--- config.mk ---
export PLATFORM = sky130hd
export DESIGN_NAME = rstctl_top
export DESIGN_NICKNAME = d
export VERILOG_FILES = /design/src/verilog/rstctl_pkg.sv /design/src/verilog/rstctl_top.sv
export SDC_FILE = /design/constraint.sdc
export NUM_CORES = 1
export LEC_CHECK = 0
export BUFFER_PORTS_ARGS = -buffer_cell sky130_fd_sc_hd__buf_2
export CORE_MARGIN = 2
export CORE_UTILIZATION = 23
export DETAILED_ROUTE_END_ITERATION = 8
export HOLD_SLACK_MARGIN = 0.1
export PLACE_DENSITY = 0.39
export SYNTH_ARGS = -nofsm -noshare
export SYNTH_HDL_FRONTEND = slang
export SYNTH_SLANG_ARGS = --single-unit
--- constraint.sdc ---
create_clock -name clk -period 3.6 [get_ports clk]
set_input_delay 0.9 -clock clk [delete_from_list [all_inputs] [get_ports clk]]
set_output_delay 0.9 -clock clk [all_outputs]
set_load 0.005 [all_outputs]
--- src/verilog/rstctl_pkg.sv ---
// Shared constants and types for the reset controller.
// Assumes one 25 MHz always-running slow clock and an APB register port.
package rstctl_pkg;

  // ----------------------------------------------------------------
  // Clock and timing
  // ----------------------------------------------------------------
  localparam int unsigned CLK_HZ       = 25000000;
  localparam int unsigned HOLD_NS      = 120;
  // Least time, rounded up to whole cycles
  localparam int unsigned HOLD_CYC     = (HOLD_NS * (CLK_HZ / 1000000) + 999) / 1000;
  localparam int unsigned STRETCH_W    = 17;

  // ----------------------------------------------------------------
  // Register map (byte offsets)
  // ----------------------------------------------------------------
  localparam logic [7:0] OFS_CMD      = 8'h00;
  localparam logic [7:0] OFS_STATUS   = 8'h04;
  localparam logic [7:0] OFS_MODE     = 8'h08;
  localparam logic [7:0] OFS_IRQ_STAT = 8'h0C;
  localparam logic [7:0] OFS_IRQ_MASK = 8'h10;

  // Command bits
  localparam int unsigned CMD_PROC_BIT   = 0;
  localparam int unsigned CMD_PERIPH_BIT = 1;
  localparam int unsigned CMD_EXT_BIT    = 2;

  // Status fields
  localparam int unsigned ST_SEEN_BIT  = 0;
  localparam int unsigned ST_BUSY_BIT  = 1;
  localparam int unsigned ST_TYPE_LSB  = 8;
  localparam int unsigned ST_LEVEL_BIT = 16;

  // Mode fields
  localparam int unsigned MD_USR_EN_BIT = 0;
  localparam int unsigned MD_IRQ_EN_BIT = 4;
  localparam int unsigned MD_LEN_LSB    = 8;

  // Interrupt status bits
  localparam int unsigned IRQ_USER_BIT = 0;
  localparam int unsigned IRQ_DONE_BIT = 1;
  localparam int unsigned IRQ_W        = 2;

  // Reset values
  localparam logic       MODE_USR_EN_RST = 1'b1;
  localparam logic       MODE_IRQ_EN_RST = 1'b0;
  localparam logic [3:0] MODE_LEN_RST    = 4'h0;

  // ----------------------------------------------------------------
  // Types
  // ----------------------------------------------------------------
  typedef enum logic [1:0] {
    RST_POWER_UP = 2'b00,
    RST_WATCHDOG = 2'b01,
    RST_SOFTWARE = 2'b10,
    RST_USER     = 2'b11
  } rstctl_cause_t;

  typedef enum logic {
    SEQ_IDLE   = 1'b0,
    SEQ_ACTIVE = 1'b1
  } rstctl_state_t;

  typedef struct packed {
    logic       usr_en;
    logic       irq_en;
    logic [3:0] len;
  } rstctl_mode_t;

  typedef struct packed {
    logic proc;
    logic periph;
    logic ext;
  } rstctl_sel_t;

endpackage

--- src/verilog/rstctl_top.sv ---
// Reset controller: sequencer, reset-pin manager and APB register file.
// Assumes clk is the always-running slow clock and arst_n is power-on reset.
`timescale 1ns/10ps
`default_nettype none

// Notes on behaviour
// - All resets generated on the slow clock.
// - Processor reset also restarts the watchdog.
// - Peripheral reset covers all peripherals together.
// - Peripheral event, pin low or software reset.
// - Three reset outputs selectable in any combination.
// - Sequencer requests pin assertion from pin manager.
// - Pin held low for programmable stretch time.
// - Mode register survives all generated system resets.
// - Pin sampled each cycle; low reports user reset.
// - User reset enable cleared blocks pin reset.
// - Sampled pin level always readable in status.
// - Seen bit set on pin low; read clears.
// - Interrupt enable turns pin reset into interrupt.
// - Cause of last reset recorded and readable.
// - Pin pulled low only while sequencer requires.
module rstctl_top
  import rstctl_pkg::*;
#(
  parameter int unsigned HOLD_CYCLES = HOLD_CYC
) (
  // Clock and reset
  input  wire logic        clk,
  input  wire logic        arst_n,
  // APB slave
  input  wire logic        psel,
  input  wire logic        penable,
  input  wire logic        pwrite,
  input  wire logic [7:0]  paddr,
  input  wire logic [31:0] pwdata,
  output logic      [31:0] prdata,
  output logic             pready,
  output logic             pslverr,
  // Reset events from peripherals
  input  wire logic        wdt_fault,
  // Generated resets, active low
  output logic             proc_rst_n,
  output logic             wdt_rst_n,
  output logic             periph_rst_n,
  // Open-drain reset pin
  input  wire logic        ext_rst_pin_i,
  output logic             ext_rst_pin_o,
  output logic             ext_rst_pin_oe,
  // Interrupt
  output logic             irq
);

  // ----------------------------------------------------------------
  // Pin synchroniser and filter
  // ----------------------------------------------------------------
  logic [2:0] pin_sync_q;
  logic       pin_lvl_q;
  logic       pin_lvl_d;

  always_ff @(posedge clk or negedge arst_n) begin
    if (!arst_n) begin
      pin_sync_q <= 3'h7;
      pin_lvl_q  <= 1'b1;
    end else begin
      pin_sync_q <= {pin_sync_q[1:0], ext_rst_pin_i};
      pin_lvl_q  <= pin_lvl_d;
    end
  end

  // Level changes only once stages two and three agree
  assign pin_lvl_d = (pin_sync_q[1] == pin_sync_q[2]) ? pin_sync_q[2] : pin_lvl_q;

  // ----------------------------------------------------------------
  // APB decode
  // ----------------------------------------------------------------
  logic acc;
  logic wr;
  logic rd;
  logic hit_cmd;
  logic hit_status;
  logic hit_mode;
  logic hit_istat;
  logic hit_imask;
  logic hit_any;
  logic pready_q;

  function automatic logic reg_hit(input logic [7:0] a, input logic [7:0] ofs);
    reg_hit = (a == ofs);
  endfunction

  assign acc        = psel & penable & ~pready_q;
  assign wr         = acc & pwrite;
  assign rd         = acc & ~pwrite;
  assign hit_cmd    = reg_hit(paddr, OFS_CMD);
  assign hit_status = reg_hit(paddr, OFS_STATUS);
  assign hit_mode   = reg_hit(paddr, OFS_MODE);
  assign hit_istat  = reg_hit(paddr, OFS_IRQ_STAT);
  assign hit_imask  = reg_hit(paddr, OFS_IRQ_MASK);
  assign hit_any    = hit_cmd | hit_status | hit_mode | hit_istat | hit_imask;

  // ----------------------------------------------------------------
  // Mode register
  // ----------------------------------------------------------------
  // Reset only by power-up; the resets this block generates never touch it
  rstctl_mode_t mode_q;
  rstctl_mode_t mode_d;

  assign mode_d = (wr & hit_mode) ?
                  rstctl_mode_t'{usr_en: pwdata[MD_USR_EN_BIT],
                                 irq_en: pwdata[MD_IRQ_EN_BIT],
                                 len:    pwdata[MD_LEN_LSB +: 4]} : mode_q;

  always_ff @(posedge clk or negedge arst_n) begin
    if (!arst_n) begin
      mode_q <= '{usr_en: MODE_USR_EN_RST, irq_en: MODE_IRQ_EN_RST, len: MODE_LEN_RST};
    end else begin
      mode_q <= mode_d;
    end
  end

  // ----------------------------------------------------------------
  // Event detection
  // ----------------------------------------------------------------
  rstctl_state_t state_q;
  rstctl_state_t state_d;
  logic          drive_q;
  logic          usr_evt;
  logic          usr_rst;
  logic          usr_irq;
  logic          sw_req;
  rstctl_sel_t   sw_sel;
  logic          pin_fall;
  logic [2:0]    echo_q;
  logic          own_drive;

  // Filter lags the pin by four cycles: mask the echo of our own pulse
  // Limitation: an outside pull starting in that shadow is missed
  always_ff @(posedge clk or negedge arst_n) begin
    if (!arst_n) begin
      echo_q <= 3'h0;
    end else begin
      echo_q <= {echo_q[1:0], drive_q};
    end
  end

  assign own_drive = drive_q | (|echo_q);
  assign pin_fall  = pin_lvl_q & ~pin_lvl_d;

  // Falling edge of the filtered level; our own drive is not a user reset
  assign usr_evt = pin_fall & ~own_drive;
  assign usr_rst = usr_evt & mode_q.usr_en & ~mode_q.irq_en;
  assign usr_irq = usr_evt & mode_q.irq_en;
  assign sw_sel  = '{proc:   pwdata[CMD_PROC_BIT],
                     periph: pwdata[CMD_PERIPH_BIT],
                     ext:    pwdata[CMD_EXT_BIT]};
  assign sw_req  = wr & hit_cmd & (|sw_sel);

  // ----------------------------------------------------------------
  // Reset sequencer
  // ----------------------------------------------------------------
  rstctl_sel_t          sel_q;
  rstctl_sel_t          sel_d;
  rstctl_cause_t        cause_q;
  rstctl_cause_t        cause_d;
  logic [15:0]          hold_q;
  logic [15:0]          hold_d;
  logic [STRETCH_W-1:0] stretch_q;
  logic [STRETCH_W-1:0] stretch_d;
  logic [STRETCH_W-1:0] stretch_load;
  logic                 start;
  logic                 hold_done;
  logic                 stretch_done;
  logic                 finish;

  // Stretch of 2^(len+1) cycles
  assign stretch_load = STRETCH_W'(1) << (5'(mode_q.len) + 5'd1);
  assign start        = (state_q == SEQ_IDLE) & (wdt_fault | usr_rst | sw_req);
  assign hold_done    = (hold_q == 16'h0000);
  assign stretch_done = (stretch_q == '0);
  // A user reset lasts as long as the pin stays low
  assign finish       = hold_done & stretch_done & pin_lvl_q;

  always_comb begin
    state_d   = state_q;
    sel_d     = sel_q;
    cause_d   = cause_q;
    hold_d    = hold_q;
    stretch_d = stretch_q;
    case (state_q)
      SEQ_IDLE: begin
        if (start) begin
          state_d = SEQ_ACTIVE;
          hold_d  = 16'(HOLD_CYCLES - 1);
          // Watchdog wins over pin, pin over software
          if (wdt_fault) begin
            sel_d   = '{proc: 1'b1, periph: 1'b1, ext: 1'b0};
            cause_d = RST_WATCHDOG;
          end else if (usr_rst) begin
            sel_d   = '{proc: 1'b1, periph: 1'b1, ext: 1'b0};
            cause_d = RST_USER;
          end else begin
            sel_d   = sw_sel;
            cause_d = RST_SOFTWARE;
          end
          stretch_d = sel_d.ext ? stretch_load : '0;
        end
      end
      SEQ_ACTIVE: begin
        if (!hold_done) begin
          hold_d = hold_q - 16'h0001;
        end
        if (!stretch_done) begin
          stretch_d = stretch_q - STRETCH_W'(1);
        end
        if (finish) begin
          state_d = SEQ_IDLE;
          sel_d   = '{proc: 1'b0, periph: 1'b0, ext: 1'b0};
        end
      end
      default: begin
        state_d = SEQ_IDLE;
        sel_d   = '{proc: 1'b0, periph: 1'b0, ext: 1'b0};
      end
    endcase
  end

  always_ff @(posedge clk or negedge arst_n) begin
    if (!arst_n) begin
      state_q   <= SEQ_IDLE;
      sel_q     <= '{proc: 1'b0, periph: 1'b0, ext: 1'b0};
      cause_q   <= RST_POWER_UP;
      hold_q    <= 16'h0000;
      stretch_q <= '0;
    end else begin
      state_q   <= state_d;
      sel_q     <= sel_d;
      cause_q   <= cause_d;
      hold_q    <= hold_d;
      stretch_q <= stretch_d;
    end
  end

  // ----------------------------------------------------------------
  // Reset outputs
  // ----------------------------------------------------------------
  logic proc_rst_n_q;
  logic periph_rst_n_q;

  always_ff @(posedge clk or negedge arst_n) begin
    if (!arst_n) begin
      proc_rst_n_q   <= 1'b0;
      periph_rst_n_q <= 1'b0;
    end else begin
      proc_rst_n_q   <= ~sel_d.proc;
      periph_rst_n_q <= ~sel_d.periph;
    end
  end

  // ----------------------------------------------------------------
  // Pin manager drive
  // ----------------------------------------------------------------
  // Released the cycle the stretch count runs out
  always_ff @(posedge clk or negedge arst_n) begin
    if (!arst_n) begin
      drive_q <= 1'b0;
    end else begin
      drive_q <= sel_d.ext & (stretch_d != '0);
    end
  end

  assign proc_rst_n     = proc_rst_n_q;
  // Watchdog shares the processor reset flop so both restart together
  assign wdt_rst_n      = proc_rst_n_q;
  assign periph_rst_n   = periph_rst_n_q;
  // Open drain: only ever pulls low
  assign ext_rst_pin_o  = 1'b0;
  assign ext_rst_pin_oe = drive_q;

  // ----------------------------------------------------------------
  // Status and interrupts
  // ----------------------------------------------------------------
  logic              seen_q;
  logic              seen_d;
  logic [IRQ_W-1:0]  istat_q;
  logic [IRQ_W-1:0]  istat_d;
  logic [IRQ_W-1:0]  imask_q;
  logic [IRQ_W-1:0]  ievt;
  logic              irq_q;
  logic [IRQ_W-1:0]  imask_d;
  logic              irq_d;
  logic              done_evt;

  assign done_evt = (state_q == SEQ_ACTIVE) & finish;
  assign ievt     = {done_evt, usr_irq};
  // Set wins over the clear-on-read
  assign seen_d   = pin_fall | (seen_q & ~(rd & hit_status));
  // Set wins over write-one-to-clear
  assign istat_d  = ievt | (istat_q & ~((wr & hit_istat) ? pwdata[IRQ_W-1:0] : '0));
  assign imask_d  = (wr & hit_imask) ? pwdata[IRQ_W-1:0] : imask_q;
  assign irq_d    = |(istat_d & imask_d);

  always_ff @(posedge clk or negedge arst_n) begin
    if (!arst_n) begin
      seen_q  <= 1'b0;
      istat_q <= '0;
    end else begin
      seen_q  <= seen_d;
      istat_q <= istat_d;
    end
  end

  always_ff @(posedge clk or negedge arst_n) begin
    if (!arst_n) begin
      imask_q <= '0;
      irq_q   <= 1'b0;
    end else begin
      imask_q <= imask_d;
      irq_q   <= irq_d;
    end
  end

  assign irq = irq_q;

  // ----------------------------------------------------------------
  // Read mux
  // ----------------------------------------------------------------
  logic [31:0] rdata;
  logic [31:0] status_word;
  logic [31:0] mode_word;

  always_comb begin
    status_word = 32'h0000_0000;
    status_word[ST_SEEN_BIT]            = seen_q;
    status_word[ST_BUSY_BIT]            = (state_q == SEQ_ACTIVE);
    status_word[ST_TYPE_LSB +: 2]       = cause_q;
    status_word[ST_LEVEL_BIT]           = pin_lvl_q;
    mode_word = 32'h0000_0000;
    mode_word[MD_USR_EN_BIT]            = mode_q.usr_en;
    mode_word[MD_IRQ_EN_BIT]            = mode_q.irq_en;
    mode_word[MD_LEN_LSB +: 4]          = mode_q.len;
  end

  assign rdata = hit_status ? status_word :
                 hit_mode   ? mode_word :
                 hit_istat  ? {{(32-IRQ_W){1'b0}}, istat_q} :
                 hit_imask  ? {{(32-IRQ_W){1'b0}}, imask_q} : 32'h0000_0000;

  logic [31:0] prdata_q;
  logic        pslverr_q;

  // One wait state: answer in the second access cycle
  always_ff @(posedge clk or negedge arst_n) begin
    if (!arst_n) begin
      pready_q  <= 1'b0;
      prdata_q  <= 32'h0000_0000;
      pslverr_q <= 1'b0;
    end else begin
      pready_q  <= acc;
      prdata_q  <= rd ? rdata : 32'h0000_0000;
      pslverr_q <= acc & ~hit_any;
    end
  end

  assign pready  = pready_q;
  assign prdata  = prdata_q;
  assign pslverr = pslverr_q;

endmodule // rstctl_top

`default_nettype wire

==> flow_summary.yaml, run 1 <==
clock_tree:
  worstSkewPairLatency_ns: 0.34
  htreeDepth: 3
  clk_pin_slew_worst_paths_ns: 0.06
  numClockSinks: 71
  numCtsBuffers: 9
  cts_tree: "done"
  root_buffer: "clkbuf_16"
  clockBufferDepth: 2
synthesis:
  seq_area_frac_synth_pct: 46.6
  yosys.area.top_type: "dfrtp_1"
  synth_edf_count: 0
  synthesis.area_um2: 3830
  synth_area_leaders: "dfrtp_1 (43%), buf_4 (5.1%), dfstp_2 (3.4%)"
  ys_ff_latch: 71
  synth_cells: 388
  synth_cell_types: 62
  synth_flop_cell: "dfrtp_1"
  synth.avg_cell_area_um2: 9.86
  async_flop_share_pct: 100
  yosys_warnings: 0
  yosysTopAreaCellShare_pct: 43.2
power_and_ir_drop:
  switchingPower_mw: 0.429
  p_leak_nw: 2.27
  p_per_area_nw_per_um2: 357
  power_mw: 1.75
  swShare_pct: 24.6
  intPower_mw: 1.32
  power_frac_seq_pct: 46.4
  pwr-share-comb_pct: 5.1
  ir_drop_v: 0.000229
  clockPowerShare_pct: 48.5
place:
  routabilityCongestion: 0.792
  place_inst: 686
  dp_hpwl_mm: 7.62
  io_buffers: 37
  place_area_um2: 4560
  dp_slack_ns: -0.336
detailed_routing:
  drcViolationCount: 0
  met3_length_um: 332
  dr.pass1.iters: 4
  drtAntennaViolNets: 0
  vias: 3142
  wl_per_cell_um: 14.7
  via_per_inst: 4.48
  dr.max_layer_used: "met4"
  wl_met1_mm: 5.00
  first_iter_violations: 206
  wirelength_mm: 10.3
  wl_met2_mm: 4.75
grt:
  grt_max_degree: 72
  antenna_found_initial: 0
  overflow: 0
  grt_pass1_vias: 3074
  gr-usage-all-layers_pct: 12.2
  grt_pass1_wl_mm: 16.7
cells_and_area:
  final_cells: 701
  fin_util_pct: 29.8
  finish.instance_area_um2: 4890
  drive_above_1_share_pct: 30.8
  nFillCells: 1752
  area_growth_pct: 27.9
  antennaDiodeCount: 0
  nNetsFinal: 526
floorplanning:
  fp.dieArea_um2: 17700
  core_um2: 16400
  die_h_um: 133
  start_util_pct: 23.3
  fp.dieW_um: 133
  row_count: 47
  io_pins: 87
critical_path:
  worst_ep_arrival_time_ns: 3.73
  crit_fanout: 4
  reg2regPathDepth: 9
  worst_setup_path_start_kind: "flip-flop"
  r2r_start: "pin_lvl_q$_DFF_PN1_"
  endpoint_kind: "flip-flop"
  crit_type: "flip-flop to flip-flop"
  critical_path_required_ns: 3.81
  r2r_slack_ns: 0.08
  r2r-end: "ext_rst_pin_oe$_DFF_PN0_"
min_path:
  holdPathStages: 0
  hold_path.class: "flip-flop to flip-flop"
  min_from: "pin_sync_q[0]$_DFF_PN1_"
  whs_endpoint: "pin_sync_q[1]$_DFF_PN1_"
timing:
  max_freq_mhz: 284
  whs_ns: 0.358
  relSlewSlack_pct: 38.3
  finClkSkew_ns: 0.00947
  fin_crit_ns: 3.52
  setup_slack_ns: 0.0789
  finalCritPeriodShare_pct: 97.8
  timing.setup.tns_ns: 0
  setup_viol: 0
  worst_slew_pin_slew_ns: 0.925
  drv_slew: 0
  hold_viol: 0
flow_run:
  maxCapViolations: 0
outcome:
  status: "finished, final reports clean"
## layer usage
metal	GRT usage, %	vias to the layer above
met3	2.22	19
met4	5.14	0
met5	0	-
met2	18.8	62
li1	-	1537
met1	16.9	1524
## placed cells by master (no fill, tap or decap), types with 4 or more instances in the layout
cell	n
and2_1	5
or2_2	4
dfstp_2	5
mux2i_1	4
nor2_1	31
or3_1	11
buf_4	57
clkbuf_16	9
or4_1	7
a21oi_1	17
a221o_1	4
nand2b_1	4
nor4_1	9
inv_1	14
nor3_1	14
xor2_1	11
xnor2_1	9
a22o_1	4
and3_1	6
conb_1	25
buf_2	36
nand2_1	29
o21ai_0	14
dfrtp_1	66
a22oi_1	4
mux2_2	9
## cells by family (layout without fill, tap and decap cells)
family                   after synthesis  count (layout)  synth area share [%]
XOR/XNOR                              20              20                  4.58
adder cells (fa/ha/maj)                4               4                  1.24
multiplexers                          13              13                  3.69
other                                  1              25                0.0980
buffers and inverters                 54             123                  8.04
AND/OR/NAND/NOR                      157             157                  23.4
AO/OA/AOI/OAI                         68              68                  12.4
flip-flops                            71              71                  46.6
## what timing repair did
item,in CTS,in global routing
pin swaps,4,5
hold endpoints to repair,0,0
hold buffers,0,0
setup endpoints to repair,1,1
resized for setup,8,8
setup buffers,0,0
## layout make-up
cell class / count / area [um2] / share of cell area (%)
clock buffers: 9 / 225 / 4.60
clock inverters: 7 / 56.3 / 1.15
inverters: 14 / 52.6 / 1.07
multi-input cells: 287 / 1890 / 38.7
flip-flops and latches: 71 / 1780 / 36.4
well taps: 220 / 275 / 5.63
repair buffers: 93 / 608 / 12.4
## cell usage after synthesis, types with 11 or more instances
cell	n
dfrtp_1	66
nor2_1	32
o21ai_0	14
clkbuf_1	13
buf_4	26
or3_1	11
inv_1	14
nand2_1	29
xor2_1	11
nor4_1	11
a21oi_1	18
nor3_1	14
## worst max-delay path by stage
stage,slack [ns],end,depth (start not counted),from
floorplan,0.05,ext_rst_pin_oe$_DFF_PN0_,10,pwrite
global placement,-0.38,ext_rst_pin_oe$_DFF_PN0_,9,paddr[7]
detailed placement,-0.34,ext_rst_pin_oe$_DFF_PN0_,9,paddr[7]
CTS,0.008,ext_rst_pin_oe$_DFF_PN0_,10,echo_q[1]$_DFF_PN0_
global route,-0.006,ext_rst_pin_oe$_DFF_PN0_,10,paddr[7]
finish,0.08,ext_rst_pin_oe$_DFF_PN0_,9,pin_lvl_q$_DFF_PN1_
## power groups by stage
stage          clock network, mW  registers (mW)  logic, mW
2_1_floorplan                  0           0.824     0.0445
3_3_place_gp                   0           0.824     0.0869
3_5_place_dp                   0           0.825     0.0870
4_1_cts                    0.873           0.810     0.0894
5_1_grt                    0.906           0.810      0.101
6_report                   0.846           0.810     0.0890
## critical path: stages, from the launching register on
cell      delay [ns]
dfstp_2         0.53
or3b_4          0.39
buf_4           0.17
o31a_1          0.32
and4_4          0.17
nand4b_1        0.08
or3b_4          0.39
or4b_1          0.54
or4_4           0.45
o41a_1          0.34
## flip-flops by register name, summed over array words and instances (netlist names), 2 cells and up
register and cells:
echo_q 3, istat_q 2, sel_q 3, hold_q 16
prdata 8, stretch_q 17, mode_q 6, imask_q 2
cause_q 2, pin_sync_q 3
(Power assumes the default switching activity.)
==> run 2, diff against run 1 <==
CTS_CLUSTER_SIZE = 20   (was default)
PLACE_DENSITY = 0.38   (was 0.39)
clock period = 4.4 ns   (was 3.6 ns; I/O delays follow)
==> flow_summary.yaml, run 2 (same netlist as run 1, synthesis figures left out) <==
grt:
  antenna_found_initial: 0
  grt_pass1_vias: 3000
  gr-usage-all-layers_pct: 11.8
  top_usage_layer: "met2"
  grt_pass1_wl_mm: 16.1
  met2_usage_pct: 18.7
  use_met1_pct: 15.0
  met3_usage_pct: 3.87
  grt_max_degree: 72
  overflow: 0
cells_and_area:
  seq_area_um2: 1780
  nNetsFinal: 484
  largest_reg_flops: 17
  drive_above_1_share_pct: 20.7
  multi_input_area_um2: 1830
  top_register: "stretch_q"
  antennaDiodeCount: 0
  final_cells: 659
  nFillCells: 1734
  final_common_cell: "dfrtp_1"
  final_cell_mix: "dfrtp_1 (66), buf_2 (36), nor2_1 (32), nand2_1 (29), conb_1 (25)"
  area_growth_pct: 19.7
clock_tree:
  htreeDepth: 3
  clk_pin_slew_worst_paths_ns: 0.06
  numClockSinks: 71
  numCtsBuffers: 9
  root_buffer: "clkbuf_16"
  hold_buffers: 0
  cts_tree: "done"
  ctsResizeCount: 0
  postCtsSetupRepairBufs: 0
  clockBufferDepth: 2
  worstSkewPairLatency_ns: 0.34
floorplanning:
  io_pins: 87
  start_util_pct: 23.3
  die_h_um: 133
  fp.dieW_um: 133
  core_um2: 16400
  fp.dieArea_um2: 17700
  row_count: 47
timing:
  worst_slew_pin_slew_ns: 0.916
  relSlewSlack_pct: 38.9
  drv_slew: 0
  finalCritPeriodShare_pct: 91.6
  rsz0062_at_grt: "no"
  finClkSkew_ns: 0.00740
  hold_viol: 0
  whs_ns: 0.358
  setup_slack_ns: 0.371
  max_freq_mhz: 248
  setup_viol: 0
  fin_crit_ns: 4.03
  timing.setup.tns_ns: 0
place:
  io_buffers: 37
  place_inst: 643
  dp_hpwl_mm: 7.21
  routabilityCongestion: 0.792
  dp_slack_ns: 0.0756
power_and_ir_drop:
  p_leak_nw: 2.09
  ir_drop_v: 0.000223
  power_mw: 1.58
  p_per_area_nw_per_um2: 345
outcome:
  status: "finished, final reports clean"
detailed_routing:
  wirelength_mm: 9.85
  vias: 3005
  wl_per_cell_um: 14.9
  drtAntennaViolNets: 0
  drcViolationCount: 0
  dr.pass1.iters: 4
  via_per_inst: 4.56
  first_iter_violations: 155
critical_path:
  crit_fanout: 7
  worst_ep_arrival_time_ns: 4.24
  worst_setup_path_start_kind: "flip-flop"
  crit_type: "flip-flop to flip-flop"
  endpoint_kind: "flip-flop"
  critical_path_required_ns: 4.61
flow_run:
  maxCapViolations: 0
min_path:
  hold_path.class: "flip-flop to flip-flop"
-- run 2: changes by cell type in the layout (fill, tap and decap cells not counted), sizes merged --
cell,change
inv,+1
buf,-42
clkinv,-4
bufinv,+3
-- run 2: worst paths after layout --
path                                         startpoint                  endpoint  slack, ns  cells after the start
worst max-delay path             stretch_q[1]$_DFF_PN0_  ext_rst_pin_oe$_DFF_PN0_       0.37                     10
worst min-delay path            pin_sync_q[0]$_DFF_PN1_   pin_sync_q[1]$_DFF_PN1_       0.36                      0
worst max register to register   stretch_q[1]$_DFF_PN0_  ext_rst_pin_oe$_DFF_PN0_       0.37                     10
worst min register to register  pin_sync_q[0]$_DFF_PN1_   pin_sync_q[1]$_DFF_PN1_       0.36                      0
max in group asynchronous                        arst_n         pslverr$_DFF_PN0_       2.91                      1
min in group asynchronous                        arst_n    periph_rst_n$_DFF_PN0_       0.89                      1
-- run 2: report_power, final --
group / switching [mW] / leakage [nW] / total (mW) / internal [mW]
clock: 0.299 / 0.169 / 0.861 / 0.562
combinational: 0.0365 / 1.04 / 0.0533 / 0.0169
sequential: 0.00472 / 0.877 / 0.665 / 0.660
total: 0.340 / 2.09 / 1.58 / 1.24
-- run 2: per-layer routing --
layer | part of all wire [%] | up-vias
met4 | 1.8 | 0
met2 | 47 | 62
met3 | 4.3 | 13
met5 | 0 | -
met1 | 46 | 1467
li1 | - | 1463
-- run 2: layout make-up --
class	instances	share of cell area, %
flip-flops and latches	71	38.9
multi-input cells	287	39.9
clock inverters	7	2.76
repair buffers	51	6.39
inverters	14	1.15
clock buffers	9	4.92
well taps	220	6.01
-- run 2: stage by stage --
step	util [%]	cell area, um2
final	27.9	4580
after global routing	27.9	4580
after CTS	27.9	4580
after detailed placement	25.8	4230
after global placement	25.8	4230
after floorplan	-	3920
-- run 2: critical path, stage by stage (launching register included) --
cell and delay [ns]:
dfrtp_1 0.42, inv_1 0.10, ha_1 0.16, or3b_2 0.50, or2_1 0.35, o41ai_2 0.31
a21oi_1 0.10, or3b_1 0.42, or4b_1 0.53, or4_1 0.55, o41a_1 0.45
==> run 3, diff against run 2 <==
CELL_PAD_IN_SITES_DETAIL_PLACEMENT = 1   (was default)
CELL_PAD_IN_SITES_GLOBAL_PLACEMENT = 2   (was default)
CTS_CLUSTER_DIAMETER = 150   (was default)
PLACE_DENSITY = 0.56   (was 0.38)
==> flow_summary.yaml, run 3 (same netlist as run 1, synthesis figures left out) <==
outcome:
  status: "finished, final reports clean"
cells_and_area:
  nNetsFinal: 487
  final_common_cell: "dfrtp_1"
  final_cell_mix: "dfrtp_1 (66), buf_2 (37), nor2_1 (32), nand2_1 (29), conb_1 (25)"
  multi_input_area_um2: 1830
  seq_area_um2: 1780
  top_register: "stretch_q"
  largest_reg_flops: 17
  finish.instance_area_um2: 4580
  antennaDiodeCount: 0
  drive_above_1_share_pct: 20.8
  nFillCells: 1919
  area_growth_pct: 19.6
grt:
  grt_pass1_wl_mm: 17.7
  grt_pass1_vias: 3214
  overflow: 0
  antenna_found_initial: 0
  gr-usage-all-layers_pct: 13.0
  grt_max_degree: 40
floorplanning:
  die_h_um: 133
  core_um2: 16400
  start_util_pct: 23.3
  fp.dieW_um: 133
  row_count: 47
  fp.dieArea_um2: 17700
  io_pins: 87
critical_path:
  max_stage_delay_ns: 0.52
  crit_type: "flip-flop to flip-flop"
  worst_setup_path_start_kind: "flip-flop"
  endpoint_kind: "flip-flop"
  path_cells: "inv_1 -> ha_1 -> or3b_2 -> or2_1 -> o41ai_2 -> a21oi_1 -> or3b_1 -> or4b_1 -> or4_1 -> o41a_1"
  reg2regPathDepth: 10
  crit_fanout: 7
  r2r_slack_ns: 0.43
  critical_path_required_ns: 4.62
  crit_slowest_cell: "or4b_1"
  r2r_start: "stretch_q[1]$_DFF_PN0_"
  r2r-end: "ext_rst_pin_oe$_DFF_PN0_"
  worst_ep_arrival_time_ns: 4.19
clock_tree:
  cts_tree: "done"
  root_buffer: "clkbuf_16"
  htreeDepth: 3
  ctsResizeCount: 0
  postCtsSetupRepairBufs: 0
  numClockSinks: 71
  worstSkewPairLatency_ns: 0.34
  hold_buffers: 0
  clockBufferDepth: 2
  numCtsBuffers: 9
  clk_pin_slew_worst_paths_ns: 0.06
detailed_routing:
  wl_per_cell_um: 16.2
  dr.pass1.iters: 4
  via_per_inst: 4.55
  first_iter_violations: 115
  drtAntennaViolNets: 0
  wirelength_mm: 10.7
  vias: 3015
  drcViolationCount: 0
timing:
  hold_viol: 0
  rsz0062_at_grt: "no"
  drv_slew: 0
  setup_viol: 0
  finClkSkew_ns: 0.00553
  fin_crit_ns: 3.97
  relSlewSlack_pct: 47.1
  max_freq_mhz: 252
  worst_slew_pin_slew_ns: 0.793
  timing.setup.tns_ns: 0
  finalCritPeriodShare_pct: 90.2
power_and_ir_drop:
  intPower_mw: 1.19
  p_leak_nw: 2.09
  swShare_pct: 21.2
  ir_drop_v: 0.000175
  switchingPower_mw: 0.320
  power_frac_seq_pct: 44.1
  pwr-share-comb_pct: 3.8
  clockPowerShare_pct: 52.2
  p_per_area_nw_per_um2: 330
place:
  routabilityCongestion: 0.760
  dp_hpwl_mm: 7.97
  io_buffers: 37
  place_area_um2: 4260
min_path:
  hold_path.class: "flip-flop to flip-flop"
  min_from: "pin_sync_q[0]$_DFF_PN1_"
  whs_endpoint: "pin_sync_q[1]$_DFF_PN1_"
  holdPathStages: 0
flow_run:
  maxCapViolations: 0
## run 3: critical path, delay by kind of cell, from the launching register on
family | cells | cell delay [ns]
flops | 1 | 0.42
buf+inv | 1 | 0.10
fa+ha+maj | 1 | 0.16
compound gates | 3 | 0.84
simple gates | 5 | 2.31
## run 3: how the worst max path moves through the flow
stage / from / end / slack, ns / depth (start not counted)
6_report: stretch_q[1]$_DFF_PN0_ / ext_rst_pin_oe$_DFF_PN0_ / 0.43 / 10
5_1_grt: pin_lvl_q$_DFF_PN1_ / ext_rst_pin_oe$_DFF_PN0_ / 0.23 / 9
4_1_cts: stretch_q[0]$_DFF_PN0_ / ext_rst_pin_oe$_DFF_PN0_ / 0.39 / 10
3_5_place_dp: paddr[7] / ext_rst_pin_oe$_DFF_PN0_ / 0.08 / 10
3_3_place_gp: paddr[7] / ext_rst_pin_oe$_DFF_PN0_ / 0.07 / 9
2_1_floorplan: paddr[7] / ext_rst_pin_oe$_DFF_PN0_ / 0.42 / 9
## run 3: routing by layer
layer	vias to the layer above	wire length [um]	track usage (%)
met2	49	4990	20.4
met3	7	363	3.37
met1	1506	5210	17.6
met5	-	0	0
li1	1453	-	-
met4	0	145	4.30
## run 3: through the flow
stage	power [mW]	std cells	setup slack, ns	util (%)	hold slack [ns]
after detailed placement	0.735	646	0.0784	26.0	0.349
after global routing	1.57	662	0.228	27.9	0.360
after floorplan	0.711	412	0.423	-	0.345
after global placement	0.734	646	0.0744	26.0	0.346
after CTS	1.54	662	0.395	27.9	0.357
final	1.51	662	0.431	27.9	0.356
## run 3: final cells by class
class                   count  area share, %
inverters                  14           1.15
clock buffers              12           5.38
well taps                 220           6.01
clock inverters             4           1.53
multi-input cells         287           39.9
flip-flops and latches     71           38.9
repair buffers             54           7.10
## run 3: power groups by stage
stage,clock [mW],sequential (mW),combinational [mW]
5_1_grt,0.841,0.665,0.0659
2_1_floorplan,0,0.675,0.0362
3_3_place_gp,0,0.677,0.0577
3_5_place_dp,0,0.677,0.0585
4_1_cts,0.814,0.665,0.0586
6_report,0.787,0.665,0.0570
